`src/hw/lintmc_pkg.sv`:
```
// Package of constants and types for the LIN transceiver mode control.
// Summary of operation
// RQ1: Starts off after reset; off allowed always and stops all bus activity.
// RQ2: In off mode bus wake patterns are ignored entirely.
// RQ3: Host writes mode field; device applies the written mode.
// RQ4: Normal transceiver mode may be entered by a write in chip normal mode.
// RQ5: Normal transceiver mode is supported only in chip normal or stop mode.
// RQ6: In normal mode transmit input level drives bus; low gives dominant.
// RQ7: Receive output shows bus state as a digital level.
// RQ8: Host keeps transmit input high until enabling time has elapsed.
// RQ9: Host driving low early must return high until enabling time ends.
// RQ10: Low present at end of enabling time is not sent; wait next fall.
// RQ11: Receive-only mode keeps driver off but still updates receive output.
// RQ12: Receive-only mode is selectable by write in chip normal or stop mode.
// RQ13: Field 01 selects wake mode; after wake it reads 01, receive held low.
// RQ14: Writes of a mode unsupported in current chip mode are ignored.
package lintmc_pkg;

    // Transceiver mode field encodings.
    localparam logic [1:0] LIN_MODE_OFF = 2'h0;
    localparam logic [1:0] LIN_MODE_WAKE = 2'h1;
    localparam logic [1:0] LIN_MODE_RXONLY = 2'h2;
    localparam logic [1:0] LIN_MODE_NORMAL = 2'h3;
    localparam logic [1:0] LIN_MODE_RESET = LIN_MODE_OFF;

    // Chip operating modes.
    localparam logic [2:0] CHIP_NORMAL = 3'h0;
    localparam logic [2:0] CHIP_STOP = 3'h1;
    localparam logic [2:0] CHIP_SLEEP = 3'h2;
    localparam logic [2:0] CHIP_RESTART = 3'h3;
    localparam logic [2:0] CHIP_FAILSAFE = 3'h4;

    // Clock and enabling time.
    localparam int CLK_HZ = 25000000;
    localparam int EN_TIME_US = 13;
    localparam int EN_CYCLES = (EN_TIME_US * (CLK_HZ / 1000000));
    localparam int EN_CNT_W = 9;

    typedef enum logic [1:0] {
        LINTMC_TX_IDLE,
        LINTMC_TX_ENABLING,
        LINTMC_TX_ARMED,
        LINTMC_TX_ACTIVE
    } lintmc_tx_e;

endpackage

```
`src/hw/lintmc_gate_if.sv`:
```
// Interface between mode control and the transmit gate.
`timescale 1ns/10ps
interface lintmc_gate_if;
    logic enable;
    logic tx_data;
    logic drive_dom;
    logic ready;
    modport ctrl (output enable, output tx_data, input drive_dom, input ready);
    modport gate (input enable, input tx_data, output drive_dom, output ready);
endinterface

```
`src/hw/lintmc_tx_gate.sv`:
```
// Transmit gate that holds off transmission through the enabling time.
`timescale 1ns/10ps
module lintmc_tx_gate #(
    parameter int EN_CYCLES = lintmc_pkg::EN_CYCLES
) (
    input wire logic clk_in,
    input wire logic rst_n_in,
    lintmc_gate_if.gate gif
);
    lintmc_pkg::lintmc_tx_e state_q;
    logic [lintmc_pkg::EN_CNT_W-1:0] cnt_q;
    logic [lintmc_pkg::EN_CNT_W:0] en_age_q;

    // =========================================================
    // Enabling sequence
    // RQ10 next falling edge
    always_ff @(posedge clk_in or negedge rst_n_in) begin
        if (!rst_n_in) begin
            state_q <= lintmc_pkg::LINTMC_TX_IDLE;
            cnt_q <= '0;
        end else if (!gif.enable) begin
            state_q <= lintmc_pkg::LINTMC_TX_IDLE;
            cnt_q <= '0;
        end else begin
            unique case (state_q)
                lintmc_pkg::LINTMC_TX_IDLE: begin
                    state_q <= lintmc_pkg::LINTMC_TX_ENABLING;
                    cnt_q <= '0;
                end
                lintmc_pkg::LINTMC_TX_ENABLING: begin
                    if (cnt_q == lintmc_pkg::EN_CNT_W'(EN_CYCLES - 1)) begin
                        state_q <= lintmc_pkg::LINTMC_TX_ARMED;
                    end else begin
                        cnt_q <= cnt_q + 1'b1;
                    end
                end
                lintmc_pkg::LINTMC_TX_ARMED: begin
                    // A low left over from before the end is not sent.
                    if (gif.tx_data) begin
                        state_q <= lintmc_pkg::LINTMC_TX_ACTIVE;
                    end
                end
                lintmc_pkg::LINTMC_TX_ACTIVE: begin
                    state_q <= lintmc_pkg::LINTMC_TX_ACTIVE;
                end
            endcase
        end
    end

    // RQ6 pass transmit level
    assign gif.drive_dom = (state_q == lintmc_pkg::LINTMC_TX_ACTIVE)
                           && gif.enable && !gif.tx_data;
    assign gif.ready = (state_q == lintmc_pkg::LINTMC_TX_ACTIVE);

    // =========================================================
    // Checks
    // Cycles since enable, kept apart from the gate's own counter.
    always_ff @(posedge clk_in or negedge rst_n_in) begin
        if (!rst_n_in) begin
            en_age_q <= '0;
        end else if (!gif.enable) begin
            en_age_q <= '0;
        end else if (en_age_q != '1) begin
            en_age_q <= en_age_q + 1'b1;
        end
    end

    // RQ10 no early drive
    early_drive_a: assert property ( // RQ10
        @(posedge clk_in) disable iff (!rst_n_in)
        (state_q != lintmc_pkg::LINTMC_TX_ACTIVE) |-> !gif.drive_dom)
        else $error("dominant driven before armed high");
    // RQ10 enabling length
    enable_len_a: assert property ( // RQ10
        @(posedge clk_in) disable iff (!rst_n_in)
        $rose(state_q == lintmc_pkg::LINTMC_TX_ARMED)
        |-> int'(en_age_q) == EN_CYCLES + 1)
        else $error("enabling phase length wrong");
    armed_cv: cover property (@(posedge clk_in) disable iff (!rst_n_in)
        state_q == lintmc_pkg::LINTMC_TX_ARMED && !gif.tx_data);
endmodule

```
`src/hw/lintmc_top.sv`:
```
// Mode control of a single-wire LIN transceiver.
`timescale 1ns/10ps
module lintmc_top #(
    parameter int EN_CYCLES = lintmc_pkg::EN_CYCLES
) (
    input wire logic ref_clk_in,
    input wire logic arst_n_in,
    input wire logic [2:0] supply_chip_mode_in,
    input wire logic mode_wr_in,
    input wire logic [1:0] mode_wdata_in,
    input wire logic lin_tx_input_in,
    input wire logic bus_rx_in,
    input wire logic bus_wake_in,
    output logic [1:0] lin_mode_field_out,
    output logic lin_rxd_out,
    output logic bus_drive_dom_out,
    output logic rx_enable_out,
    output logic wake_flag_out,
    output logic tx_ready_out
);
    logic rst_s1_q;
    logic rst_n;
    logic [1:0] mode_q;
    logic wake_q;
    logic rxd_q;
    logic mode_ok;
    logic [2:0] chip_q;
    lintmc_gate_if gif ();

    // =========================================================
    // Reset release
    always_ff @(posedge ref_clk_in or negedge arst_n_in) begin
        if (!arst_n_in) begin
            rst_s1_q <= 1'b0;
            rst_n <= 1'b0;
        end else begin
            rst_s1_q <= 1'b1;
            rst_n <= rst_s1_q;
        end
    end

    // =========================================================
    // Mode select
    // RQ5 RQ12 RQ14 mode support check
    always_comb begin
        unique case (mode_wdata_in)
            lintmc_pkg::LIN_MODE_NORMAL,
            lintmc_pkg::LIN_MODE_RXONLY: begin
                mode_ok = (supply_chip_mode_in == lintmc_pkg::CHIP_NORMAL)
                       || (supply_chip_mode_in == lintmc_pkg::CHIP_STOP);
            end
            lintmc_pkg::LIN_MODE_WAKE: begin
                mode_ok = 1'b1;
            end
            lintmc_pkg::LIN_MODE_OFF: begin
                mode_ok = 1'b1;
            end
        endcase
    end

    // RQ1 RQ3 RQ4 apply mode
    always_ff @(posedge ref_clk_in or negedge rst_n) begin
        if (!rst_n) begin
            mode_q <= lintmc_pkg::LIN_MODE_RESET;
        end else if (mode_wr_in && mode_ok) begin
            mode_q <= mode_wdata_in;
        end else if ((mode_q != lintmc_pkg::LIN_MODE_OFF)
                     && (mode_q != lintmc_pkg::LIN_MODE_WAKE)
                     && (supply_chip_mode_in != lintmc_pkg::CHIP_NORMAL)
                     && (supply_chip_mode_in != lintmc_pkg::CHIP_STOP)) begin
            // Leaving normal/stop drops an unsupported transceiver mode.
            mode_q <= lintmc_pkg::LIN_MODE_OFF;
        end
    end

    always_ff @(posedge ref_clk_in or negedge rst_n) begin
        if (!rst_n) begin
            chip_q <= lintmc_pkg::CHIP_NORMAL;
        end else begin
            chip_q <= supply_chip_mode_in;
        end
    end

    // =========================================================
    // Wake handling
    // RQ2 RQ13 wake latch
    always_ff @(posedge ref_clk_in or negedge rst_n) begin
        if (!rst_n) begin
            wake_q <= 1'b0;
        end else if (mode_q != lintmc_pkg::LIN_MODE_WAKE) begin
            wake_q <= 1'b0;
        end else if (bus_wake_in) begin
            wake_q <= 1'b1;
        end else if (mode_wr_in && mode_ok) begin
            wake_q <= 1'b0;
        end else if (chip_q != supply_chip_mode_in
                     && (supply_chip_mode_in == lintmc_pkg::CHIP_STOP
                      || supply_chip_mode_in == lintmc_pkg::CHIP_SLEEP
                      || supply_chip_mode_in == lintmc_pkg::CHIP_FAILSAFE))
        begin
            // Entering a low-power chip mode rearms wake capability.
            wake_q <= 1'b0;
        end
    end

    // =========================================================
    // Receive path
    // RQ7 RQ11 receive level
    always_ff @(posedge ref_clk_in or negedge rst_n) begin
        if (!rst_n) begin
            rxd_q <= 1'b1;
        end else if (wake_q && mode_q == lintmc_pkg::LIN_MODE_WAKE) begin
            rxd_q <= 1'b0;
        end else if (mode_q == lintmc_pkg::LIN_MODE_NORMAL
                     || mode_q == lintmc_pkg::LIN_MODE_RXONLY) begin
            rxd_q <= bus_rx_in;
        end else begin
            rxd_q <= 1'b1;
        end
    end

    // =========================================================
    // Transmit path
    // RQ11 driver only in normal
    assign gif.enable = (mode_q == lintmc_pkg::LIN_MODE_NORMAL);
    assign gif.tx_data = lin_tx_input_in;

    lintmc_tx_gate #(
        .EN_CYCLES(EN_CYCLES)
    ) u_gate (
        .clk_in(ref_clk_in),
        .rst_n_in(rst_n),
        .gif(gif)
    );

    assign lin_mode_field_out = mode_q;
    assign lin_rxd_out = rxd_q;
    assign bus_drive_dom_out = gif.drive_dom;
    assign rx_enable_out = (mode_q == lintmc_pkg::LIN_MODE_NORMAL)
                        || (mode_q == lintmc_pkg::LIN_MODE_RXONLY);
    assign wake_flag_out = wake_q;
    assign tx_ready_out = gif.ready;

    // =========================================================
    // Checks
    // RQ1 off after reset
    reset_off_a: assert property ( // RQ1
        @(posedge ref_clk_in)
        $rose(rst_n) |-> lin_mode_field_out == lintmc_pkg::LIN_MODE_OFF)
        else $error("mode not off after reset");
    // RQ2 off ignores wake
    off_wake_a: assert property ( // RQ2
        @(posedge ref_clk_in) disable iff (!rst_n)
        (mode_q == lintmc_pkg::LIN_MODE_OFF && bus_wake_in && !mode_wr_in)
        |=> !wake_q && mode_q == lintmc_pkg::LIN_MODE_OFF)
        else $error("wake acted on in off mode");
    // RQ3 write applied
    write_apply_a: assert property ( // RQ3
        @(posedge ref_clk_in) disable iff (!rst_n)
        (mode_wr_in && mode_ok) |=> mode_q == $past(mode_wdata_in))
        else $error("written mode not applied");
    // RQ4 normal write allowed
    normal_wr_a: assert property ( // RQ4
        @(posedge ref_clk_in) disable iff (!rst_n)
        (mode_wr_in && mode_wdata_in == lintmc_pkg::LIN_MODE_NORMAL
         && supply_chip_mode_in == lintmc_pkg::CHIP_NORMAL)
        |=> mode_q == lintmc_pkg::LIN_MODE_NORMAL)
        else $error("normal mode refused in chip normal");
    // RQ5 RQ12 RQ14 refused write
    refuse_wr_a: assert property ( // RQ5 RQ12 RQ14
        @(posedge ref_clk_in) disable iff (!rst_n)
        (mode_wr_in
         && (mode_wdata_in == lintmc_pkg::LIN_MODE_NORMAL
          || mode_wdata_in == lintmc_pkg::LIN_MODE_RXONLY)
         && supply_chip_mode_in != lintmc_pkg::CHIP_NORMAL
         && supply_chip_mode_in != lintmc_pkg::CHIP_STOP
         && mode_q != lintmc_pkg::LIN_MODE_NORMAL
         && mode_q != lintmc_pkg::LIN_MODE_RXONLY)
        |=> mode_q == $past(mode_q))
        else $error("unsupported mode accepted");
    // RQ11 rx only no drive
    rxonly_nodrv_a: assert property ( // RQ11
        @(posedge ref_clk_in) disable iff (!rst_n)
        mode_q != lintmc_pkg::LIN_MODE_NORMAL |-> !bus_drive_dom_out)
        else $error("driver active outside normal");
    // RQ7 receive follows bus
    rx_follow_a: assert property ( // RQ7
        @(posedge ref_clk_in) disable iff (!rst_n)
        (rx_enable_out && !wake_q) ##1 !wake_q
        |-> lin_rxd_out == $past(bus_rx_in))
        else $error("receive output not following bus");
    // RQ13 wake holds rxd low
    wake_rxd_a: assert property ( // RQ13
        @(posedge ref_clk_in) disable iff (!rst_n)
        (wake_q && mode_q == lintmc_pkg::LIN_MODE_WAKE)
        |=> !lin_rxd_out
        && (lin_mode_field_out == lintmc_pkg::LIN_MODE_WAKE
            || $past(mode_wr_in)))
        else $error("wake did not hold receive low");
    // RQ6 dominant follows low
    tx_pass_a: assert property ( // RQ6
        @(posedge ref_clk_in) disable iff (!rst_n)
        (tx_ready_out && gif.enable) |-> bus_drive_dom_out == !lin_tx_input_in)
        else $error("transmit level not passed");

    normal_cv: cover property (@(posedge ref_clk_in) disable iff (!rst_n)
        tx_ready_out && bus_drive_dom_out);
    rxonly_cv: cover property (@(posedge ref_clk_in) disable iff (!rst_n)
        mode_q == lintmc_pkg::LIN_MODE_RXONLY && !lin_rxd_out);
    wake_cv: cover property (@(posedge ref_clk_in) disable iff (!rst_n)
        $rose(wake_q));
endmodule

```
`config.mk`:
```
export PLATFORM = sky130hd
export DESIGN_NAME = lintmc_top
export DESIGN_NICKNAME = d
export VERILOG_FILES = /design/src/hw/lintmc_pkg.sv /design/src/hw/lintmc_gate_if.sv /design/src/hw/lintmc_tx_gate.sv /design/src/hw/lintmc_top.sv
export SDC_FILE = /design/constraint.sdc
export NUM_CORES = 1
export LEC_CHECK = 0
export ABC_AREA = 1
export BUFFER_PORTS_ARGS = -buffer_cell sky130_fd_sc_hd__buf_2
export CAP_MARGIN = 20
export CORE_MARGIN = 2
export CORE_UTILIZATION = 59
export CTS_CLUSTER_DIAMETER = 60
export DETAILED_ROUTE_END_ITERATION = 10
export PLACE_DENSITY = 0.83
export SLEW_MARGIN = 20
export SYNTH_ARGS = -nofsm -noshare
export SYNTH_HDL_FRONTEND = slang
export SYNTH_SLANG_ARGS = --single-unit
```
`constraint.sdc`:
```
create_clock -name ref_clk_in -period 1.23 [get_ports ref_clk_in]
set_input_delay 0.246 -clock ref_clk_in [delete_from_list [all_inputs] [get_ports ref_clk_in]]
set_output_delay 0.246 -clock ref_clk_in [all_outputs]
set_load 0.01 [all_outputs]
```
==> flow_metrics.tcl, run 1 <==
set metrics [dict create \
    status "stopped before the end" \
    haltStage "global routing (5_1_grt)" \
    toolErrorMsg "[ERROR DPL-0033] detailed placement checks failed during check placement." \
    place_ws_ns -0.0753 \
    placed_cells 219 \
    placed_area_um2 1400 \
    synthTopCellsByArea "dfrtp_1 42%, nand2_1 17%, nand3_1 7.5%" \
    synth_top_family_by_area "simple AND/OR/NAND/NOR gates" \
    muxShareOfSynthArea_pct 0 \
    antenna_found_initial 0 \
    start_util_pct 64.1 \
    fp-row-count 15 \
    avgSynthCellArea_um2 7.20 \
    syn_inst 157 \
    synthesis.area_um2 1130 \
    ys.flop_type "dfrtp_1" \
    cts-root-buf "clkbuf_4" \
    worstEpCategory "top-level output" \
    place.detailed.hpwl_um 2080 \
    synthAdderAreaFrac_pct 2.21 \
    die_y_um 47.8 \
    numCtsBuffers 3 \
    synth-simple-area-share_pct 36.6 \
    synth_nets 170 \
    clockBufferDepth 2 \
    ys_seq_elements 20 \
    io_buffer_count 17 \
    cts_sinks 20 \
    dieWidth_um 47.8 \
    synth-async-reset-ratio_pct 100 \
    grt_start_max_net_pins 12 \
    place.gp.congestion 0.859 \
    synth.largest_area_cell "dfrtp_1" \
    pin_count 18 \
    grt-worst-endpoint "bus_drive_dom_out" \
    netlist.area_leader.share_pct 42.0 \
    synth-compound-area-share_pct 5.42 \
    yosysWarnings 0 \
    cts_max_level 1 \
    synthXorXnorAreaFrac_pct 1.55 \
    synth-edff-count 0 \
    ys_seq_area_share_pct 44.4 \
    synth_cell_type_count 27 \
]
-- kinds of logic after synthesis --
| kind of cell | count (synthesis) |
|---|---|
| flops | 20 |
| simple gates | 96 |
| xor+xnor | 2 |
| other cells | 1 |
| compound gates | 10 |
| fa+ha+maj | 2 |
| buf+inv | 26 |
-- what timing repair did --
action                     4_1_cts
pin swaps                        6
hold buffers                     1
resized for setup               18
hold endpoints to repair         2
buffers inserted                 5
setup endpoints to repair       12
-- cell usage after synthesis (2+ instances only) --
library cell / count
dfrtp_1: 19
o21ai_0: 7
inv_2: 2
inv_1: 20
nor3_1: 3
ha_1: 2
nor2_1: 16
nand3_1: 17
nand2_2: 2
nand2_1: 51
nand4_1: 2
-- metrics by stage --
| step | hold slack, ns | TNS (ns) |
|---|---|---|
| CTS | 0.0955 | -0.610 |
| detailed placement | 0.0335 | -0.338 |
| global placement | 0.0302 | -0.0199 |
| floorplan | -0.0496 | 0 |
==> run 2: changes to the inputs <==
CORE_AREA = 2 2 63 65   (was unset)
CORE_MARGIN = unset   (was 2)
CORE_UTILIZATION = unset   (was 59)
CTS_CLUSTER_DIAMETER = unset   (was 60)
DIE_AREA = 0 0 65 67   (was unset)
PLACE_DENSITY = unset   (was 0.83)
PLACE_DENSITY_LB_ADDON = 0.15   (was unset)
==> flow_metrics.tcl, run 2 <==
set metrics [dict create \
    placeableCoreArea_um2 3610 \
    fin_crit_sh_pct 107 \
    via_per_inst 4.53 \
    place.gp.congestion 0.813 \
    layoutNonFillerInstCount 258 \
    netlist.area_leader.share_pct 42.0 \
    placed_area_um2 1480 \
    cts_max_level 1 \
    hold_viol 0 \
    p_int_mw 1.09 \
    slowest_stage "dfrtp_1" \
    ys.flop_type "dfrtp_1" \
    synth-async-reset-ratio_pct 100 \
    numCtsBuffers 3 \
    status "finished with violations" \
    timing.critical_path.buf_inv 2 \
    setup_viol 12 \
    fin_tns_setup_ns -0.760 \
    switchingPower_mw 0.368 \
    final_cell_mix "46 x nand2_1, 26 x buf_4, 19 x inv_1, 19 x dfrtp_1" \
    grt_start_max_net_pins 12 \
    synth-simple-area-share_pct 36.6 \
    max_freq_ghz 0.758 \
    avgSynthCellArea_um2 7.20 \
    start_util_pct 31.4 \
    num_vias 1169 \
    die_y_um 67 \
    place.detailed.hpwl_um 2030 \
    totalWireLength_um 2780 \
    hold_class "reg2async" \
    sw_frac_of_total_pct 25.2 \
    finClkSkew_ns 0.00561 \
    yosys-top-cells-count "51 x nand2_1, 20 x inv_1, 19 x dfrtp_1, 17 x nand3_1, 16 x nor2_1" \
    seqPwrFrac_pct 48.6 \
    path_clk_slew_ns 0.08 \
    wire_per_inst_um 10.8 \
    grt_usage_pct 15.1 \
    synth_most_common_cell "nand2_1" \
    clkPwrFrac_pct 35.7 \
    path_max_fanout 8 \
    postRouteAntennaNets 0 \
    fp.dieArea_um2 4360 \
    io_buffer_count 17 \
    synth_top_family_by_area "simple AND/OR/NAND/NOR gates" \
    share_comb_of_total_power_pct 15.7 \
    synth_nets 170 \
    critPathTopFamily "simple AND/OR/NAND/NOR gates" \
    synth-edff-count 0 \
    violations "negative setup slack" \
    top_register "u_gate.cnt_q" \
    grt_pass1_wl_um 5040 \
    synthAdderAreaFrac_pct 2.21 \
    timing.rr.start "u_gate.cnt_q[0]" \
    synth-compound-area-share_pct 5.42 \
    grt_pass1_vias 1181 \
    ys_seq_elements 20 \
    cpMostUsedCell "nand2_2" \
    slew_violations 0 \
    first_pass_iters 4 \
    placed_cells 247 \
    drive_gt1_share_pct 38.1 \
    synthTopCellsByArea "dfrtp_1 42%, nand2_1 17%, nand3_1 7.5%" \
    critical-path-max-stage-delay_ns 0.41 \
    drtIter0Drc 30 \
    vdd_drop_max_v 0.000652 \
    muxShareOfSynthArea_pct 0 \
    final.min_clock_period_ns 1.32 \
    final_cell_area_um2 1710 \
    antenna_found_initial 0 \
    largest_reg_flops 9 \
    antenna_cells 0 \
    startpoint "u_gate.cnt_q[0]" \
    startpoint_type "flop" \
    pin_count 18 \
    area_growth_pct 51.2 \
    dieWidth_um 65 \
    fp-row-count 22 \
    cp_cell_sequence "inv_1 -> ha_2 -> nand2_2 -> nor2_4 -> nand2_2 -> nand2_4 -> buf_4 -> nand3_2 -> nand2_1" \
    yosysWarnings 0 \
    synth.largest_area_cell "dfrtp_1" \
    cp_data_arrival_time_ns 1.52 \
    synthesis.area_um2 1130 \
    num-nets-final 224 \
    setup_slack_ns -0.0897 \
    power.density_nw_per_um2 851 \
    syn_inst 157 \
    p_leak_nw 0.910 \
    synthXorXnorAreaFrac_pct 1.55 \
    total_power_mw 1.46 \
    cp.required_ns 1.44 \
    cts-root-buf "clkbuf_8" \
    ys_seq_area_share_pct 44.4 \
    clkLatencyLatePin_ns 0.27 \
    critical_path_class "reg2reg" \
    rsz0062_at_grt "true" \
    synth_cell_type_count 27 \
    cts_sinks 20 \
    drc_errors 0 \
    end_kind "flop" \
    grt.overflow.total 0 \
    final_common_cell "nand2_1" \
    reg.largest.list "u_gate.cnt_q: 9 flops, chip_q: 3 flops" \
    clockBufferDepth 2 \
    cts_tree "built" \
    maxCapViolations 0 \
]
-- run 2: cell counts after synthesis --
Identical to the previous run, type by type.
-- run 2: cell type report --
cell class	instances	area (um^2)
Inverter	23	90.1
Tap cell	48	60.1
Timing Repair Buffer	52	408
Multi-Input combinational cell	111	596
Fill cell	353	1900
Clock buffer	4	55.1
Sequential cell	20	502
-- run 2: worst register-to-register path: stages, from the launching register on --
cell,delay [ns]
dfrtp_1,0.41
inv_1,0.07
ha_2,0.17
nand2_2,0.06
nor2_4,0.11
nand2_2,0.07
nand2_4,0.14
buf_4,0.13
nand3_2,0.05
nand2_1,0.07
-- run 2: final timing paths --
path                                     end  slack, ns  depth (start not counted)
min in group ref_clk_in            chip_q[2]       0.14                          1
min                                chip_q[0]       0.14                          0
max                          u_gate.cnt_q[5]      -0.09                          9
min reg2reg                        chip_q[0]       0.14                          0
max reg2reg                  u_gate.cnt_q[5]      -0.09                          9
max in group asynchronous  u_gate.state_q[0]       0.61                          1
-- run 2: through the flow --
stage	util, %	hold WS (ns)	setup WS (ns)
3_5_place_dp	41.0	0.0339	-0.0731
5_1_grt	47.4	0.138	-0.209
6_report	47.4	0.136	-0.0897
2_1_floorplan	-	-0.0496	0.00812
3_3_place_gp	41.0	0.0312	-0.0221
4_1_cts	45.0	0.136	-0.0812
-- run 2: logic make-up after synthesis --
kind of cell	Yosys count
compound gates	10
xor+xnor	2
fa+ha+maj	2
buf+inv	26
flops	20
other cells	1
simple gates	96
-- run 2: per-layer routing --
metal	vias to the layer above	global-route usage [%]	wire length (um)
met3	5	2.70	83
met4	0	6.38	50
met5	-	0	0
met2	16	28.0	1530
met1	555	17.0	1120
li1	593	-	-
-- run 2: power by group through the flow --
stage / clock network, mW / registers [mW] / logic, mW
final: 0.520 / 0.708 / 0.228
after global routing: 0.572 / 0.712 / 0.255
after CTS: 0.533 / 0.708 / 0.217
after detailed placement: 0 / 0.722 / 0.190
after global placement: 0 / 0.721 / 0.185
after floorplan: 0 / 0.734 / 0.0698
-- run 2: repair_timing --
item                                    4_1_cts  5_1_grt
pin swaps                                     3       11
endpoints found under the hold margin         2        0
gates resized for setup                      16       16
endpoints found under the setup margin       14       16
hold buffers                                  1        0
buffers inserted                              4        4
Power figures use the tool's default switching activity.
==> run 3: changes to the inputs <==
RECOVER_POWER = 25   (was unset)
SLEW_MARGIN = unset   (was 20)
TNS_END_PERCENT = 50   (was unset)
==> flow_metrics.tcl, run 3 (synthesized netlist as in run 2, its figures left out) <==
set metrics [dict create \
    busiest_layer "met2" \
    hold_ws_ns 0.135 \
    drtIter0Drc 27 \
    totalWireLength_um 2790 \
    fp.dieArea_um2 4360 \
    hold_viol 0 \
    drc_errors 0 \
    fin_tns_setup_ns -0.671 \
    end_kind "output port" \
    fin_crit_sh_pct 107 \
    numCtsBuffers 3 \
    fp-row-count 22 \
    postRouteAntennaNets 0 \
    critical_path_class "reg2out" \
    status "finished with violations" \
    antenna_found_initial 0 \
    grt.overflow.total 0 \
    total_power_mw 1.46 \
    hold_class "reg2async" \
    path_clk_slew_ns 0.08 \
    largest_reg_flops 9 \
    layoutNonFillerInstCount 256 \
    place.gp.congestion 0.813 \
    rsz0062_at_grt "true" \
    grt_use_met2_pct 27.6 \
    placed_cells 247 \
    clkLatencyLatePin_ns 0.27 \
    die_y_um 67 \
    final_cell_mix "49 x nand2_1, 23 x buf_4, 19 x inv_1, 19 x dfrtp_1" \
    multi_input_area_um2 557 \
    slew_violations 0 \
    grt_pass1_vias 1182 \
    grt_usage_pct 15.1 \
    setup_viol 14 \
    fill_cells 361 \
    antenna_cells 0 \
    num_vias 1147 \
    cp_data_arrival_time_ns 1.07 \
    drive_gt1_share_pct 31.7 \
    top_register "u_gate.cnt_q" \
    dieWidth_um 65 \
    met3_usage_pct 2.70 \
    max_freq_ghz 0.760 \
    grt_pass1_wl_um 5000 \
    cp.required_ns 0.98 \
    regArea_um2 502 \
    path_max_fanout 2 \
    place.detailed.hpwl_um 2030 \
    start_util_pct 31.4 \
    final_cell_area_um2 1660 \
    num-nets-final 222 \
    placeableCoreArea_um2 3610 \
    violations "negative setup slack" \
    wire_per_inst_um 10.9 \
    via_per_inst 4.48 \
    reg.largest.list "u_gate.cnt_q: 9 flops, chip_q: 3 flops" \
    cts_sinks 20 \
    grt_start_max_net_pins 12 \
    setup_slack_ns -0.0859 \
    final_common_cell "nand2_1" \
    area_growth_pct 46.7 \
    fin_util_pct 46.0 \
    p_leak_nw 0.887 \
    startpoint_type "flop" \
    grtUsageMet1_pct 17.1 \
    maxCapViolations 0 \
    vdd_drop_max_v 0.000654 \
    first_pass_iters 4 \
    placed_area_um2 1480 \
    cts-root-buf "clkbuf_8" \
    io_buffer_count 17 \
    finClkSkew_ns 0.00620 \
    place_ws_ns -0.0731 \
    power.density_nw_per_um2 881 \
    pin_count 18 \
    cts_max_level 1 \
    clockBufferDepth 2 \
    final.min_clock_period_ns 1.32 \
    cts_tree "built" \
]
-- run 3: cell count changes in the layout (fill, tap and decap cells not counted), moves of 2 or more --
cell and delta:
buf_2 -5, clkbuf_1 +4, buf_4 -3, nand2_1 +3, nand2_2 -3, nand3_1 +3, nand3_2 -3, buf_6 +2
nor2_4 -2
-- run 3: where the power goes --
part	leakage, nW	switching, mW	internal, mW
Sequential	0.261	0.0224	0.686
Combinational	0.597	0.112	0.122
Clock	0.0288	0.233	0.286
-- run 3: layout make-up --
type | instances | area share, %
multi-input combinational | 111 | 33.6
sequential | 20 | 30.2
timing repair buffer | 50 | 24.0
inverter | 23 | 5.28
tap | 48 | 3.62
clock buffer | 4 | 3.32
-- run 3: path summary, 6_finish.rpt --
path,start,endpoint,slack (ns),depth (start not counted)
worst max-delay path,u_gate.state_q[1],bus_drive_dom_out,-0.09,4
worst min-delay path,rst_n,chip_q[0],0.14,0
worst max register to register,u_gate.cnt_q[1],u_gate.state_q[0],-0.06,8
worst min register to register,rst_n,chip_q[0],0.14,0
max in group asynchronous,rst_n,u_gate.cnt_q[5],0.61,1
min in group ref_clk_in,supply_chip_mode_in[2],chip_q[2],0.16,1
-- run 3: metal layers --
layer  vias up  routed length [um]
li1        589                   -
met1       535                1120
met2        18                1500
met3         5                 111
met4         0                  50
met5         -                   0
-- run 3: what timing repair did --
item	CTS	global route
hold buffers	1	0
setup endpoints to repair	14	18
gates cloned	0	0
gates resized for setup	13	10
hold endpoints to repair	2	0
buffers inserted	4	1
pin swaps	3	8
-- run 3: critical path, stage by stage (launching register included) --
cell and delay (ns):
dfrtp_1 0.37, buf_6 0.11, nand2_4 0.05, nor3_2 0.13, buf_2 0.14
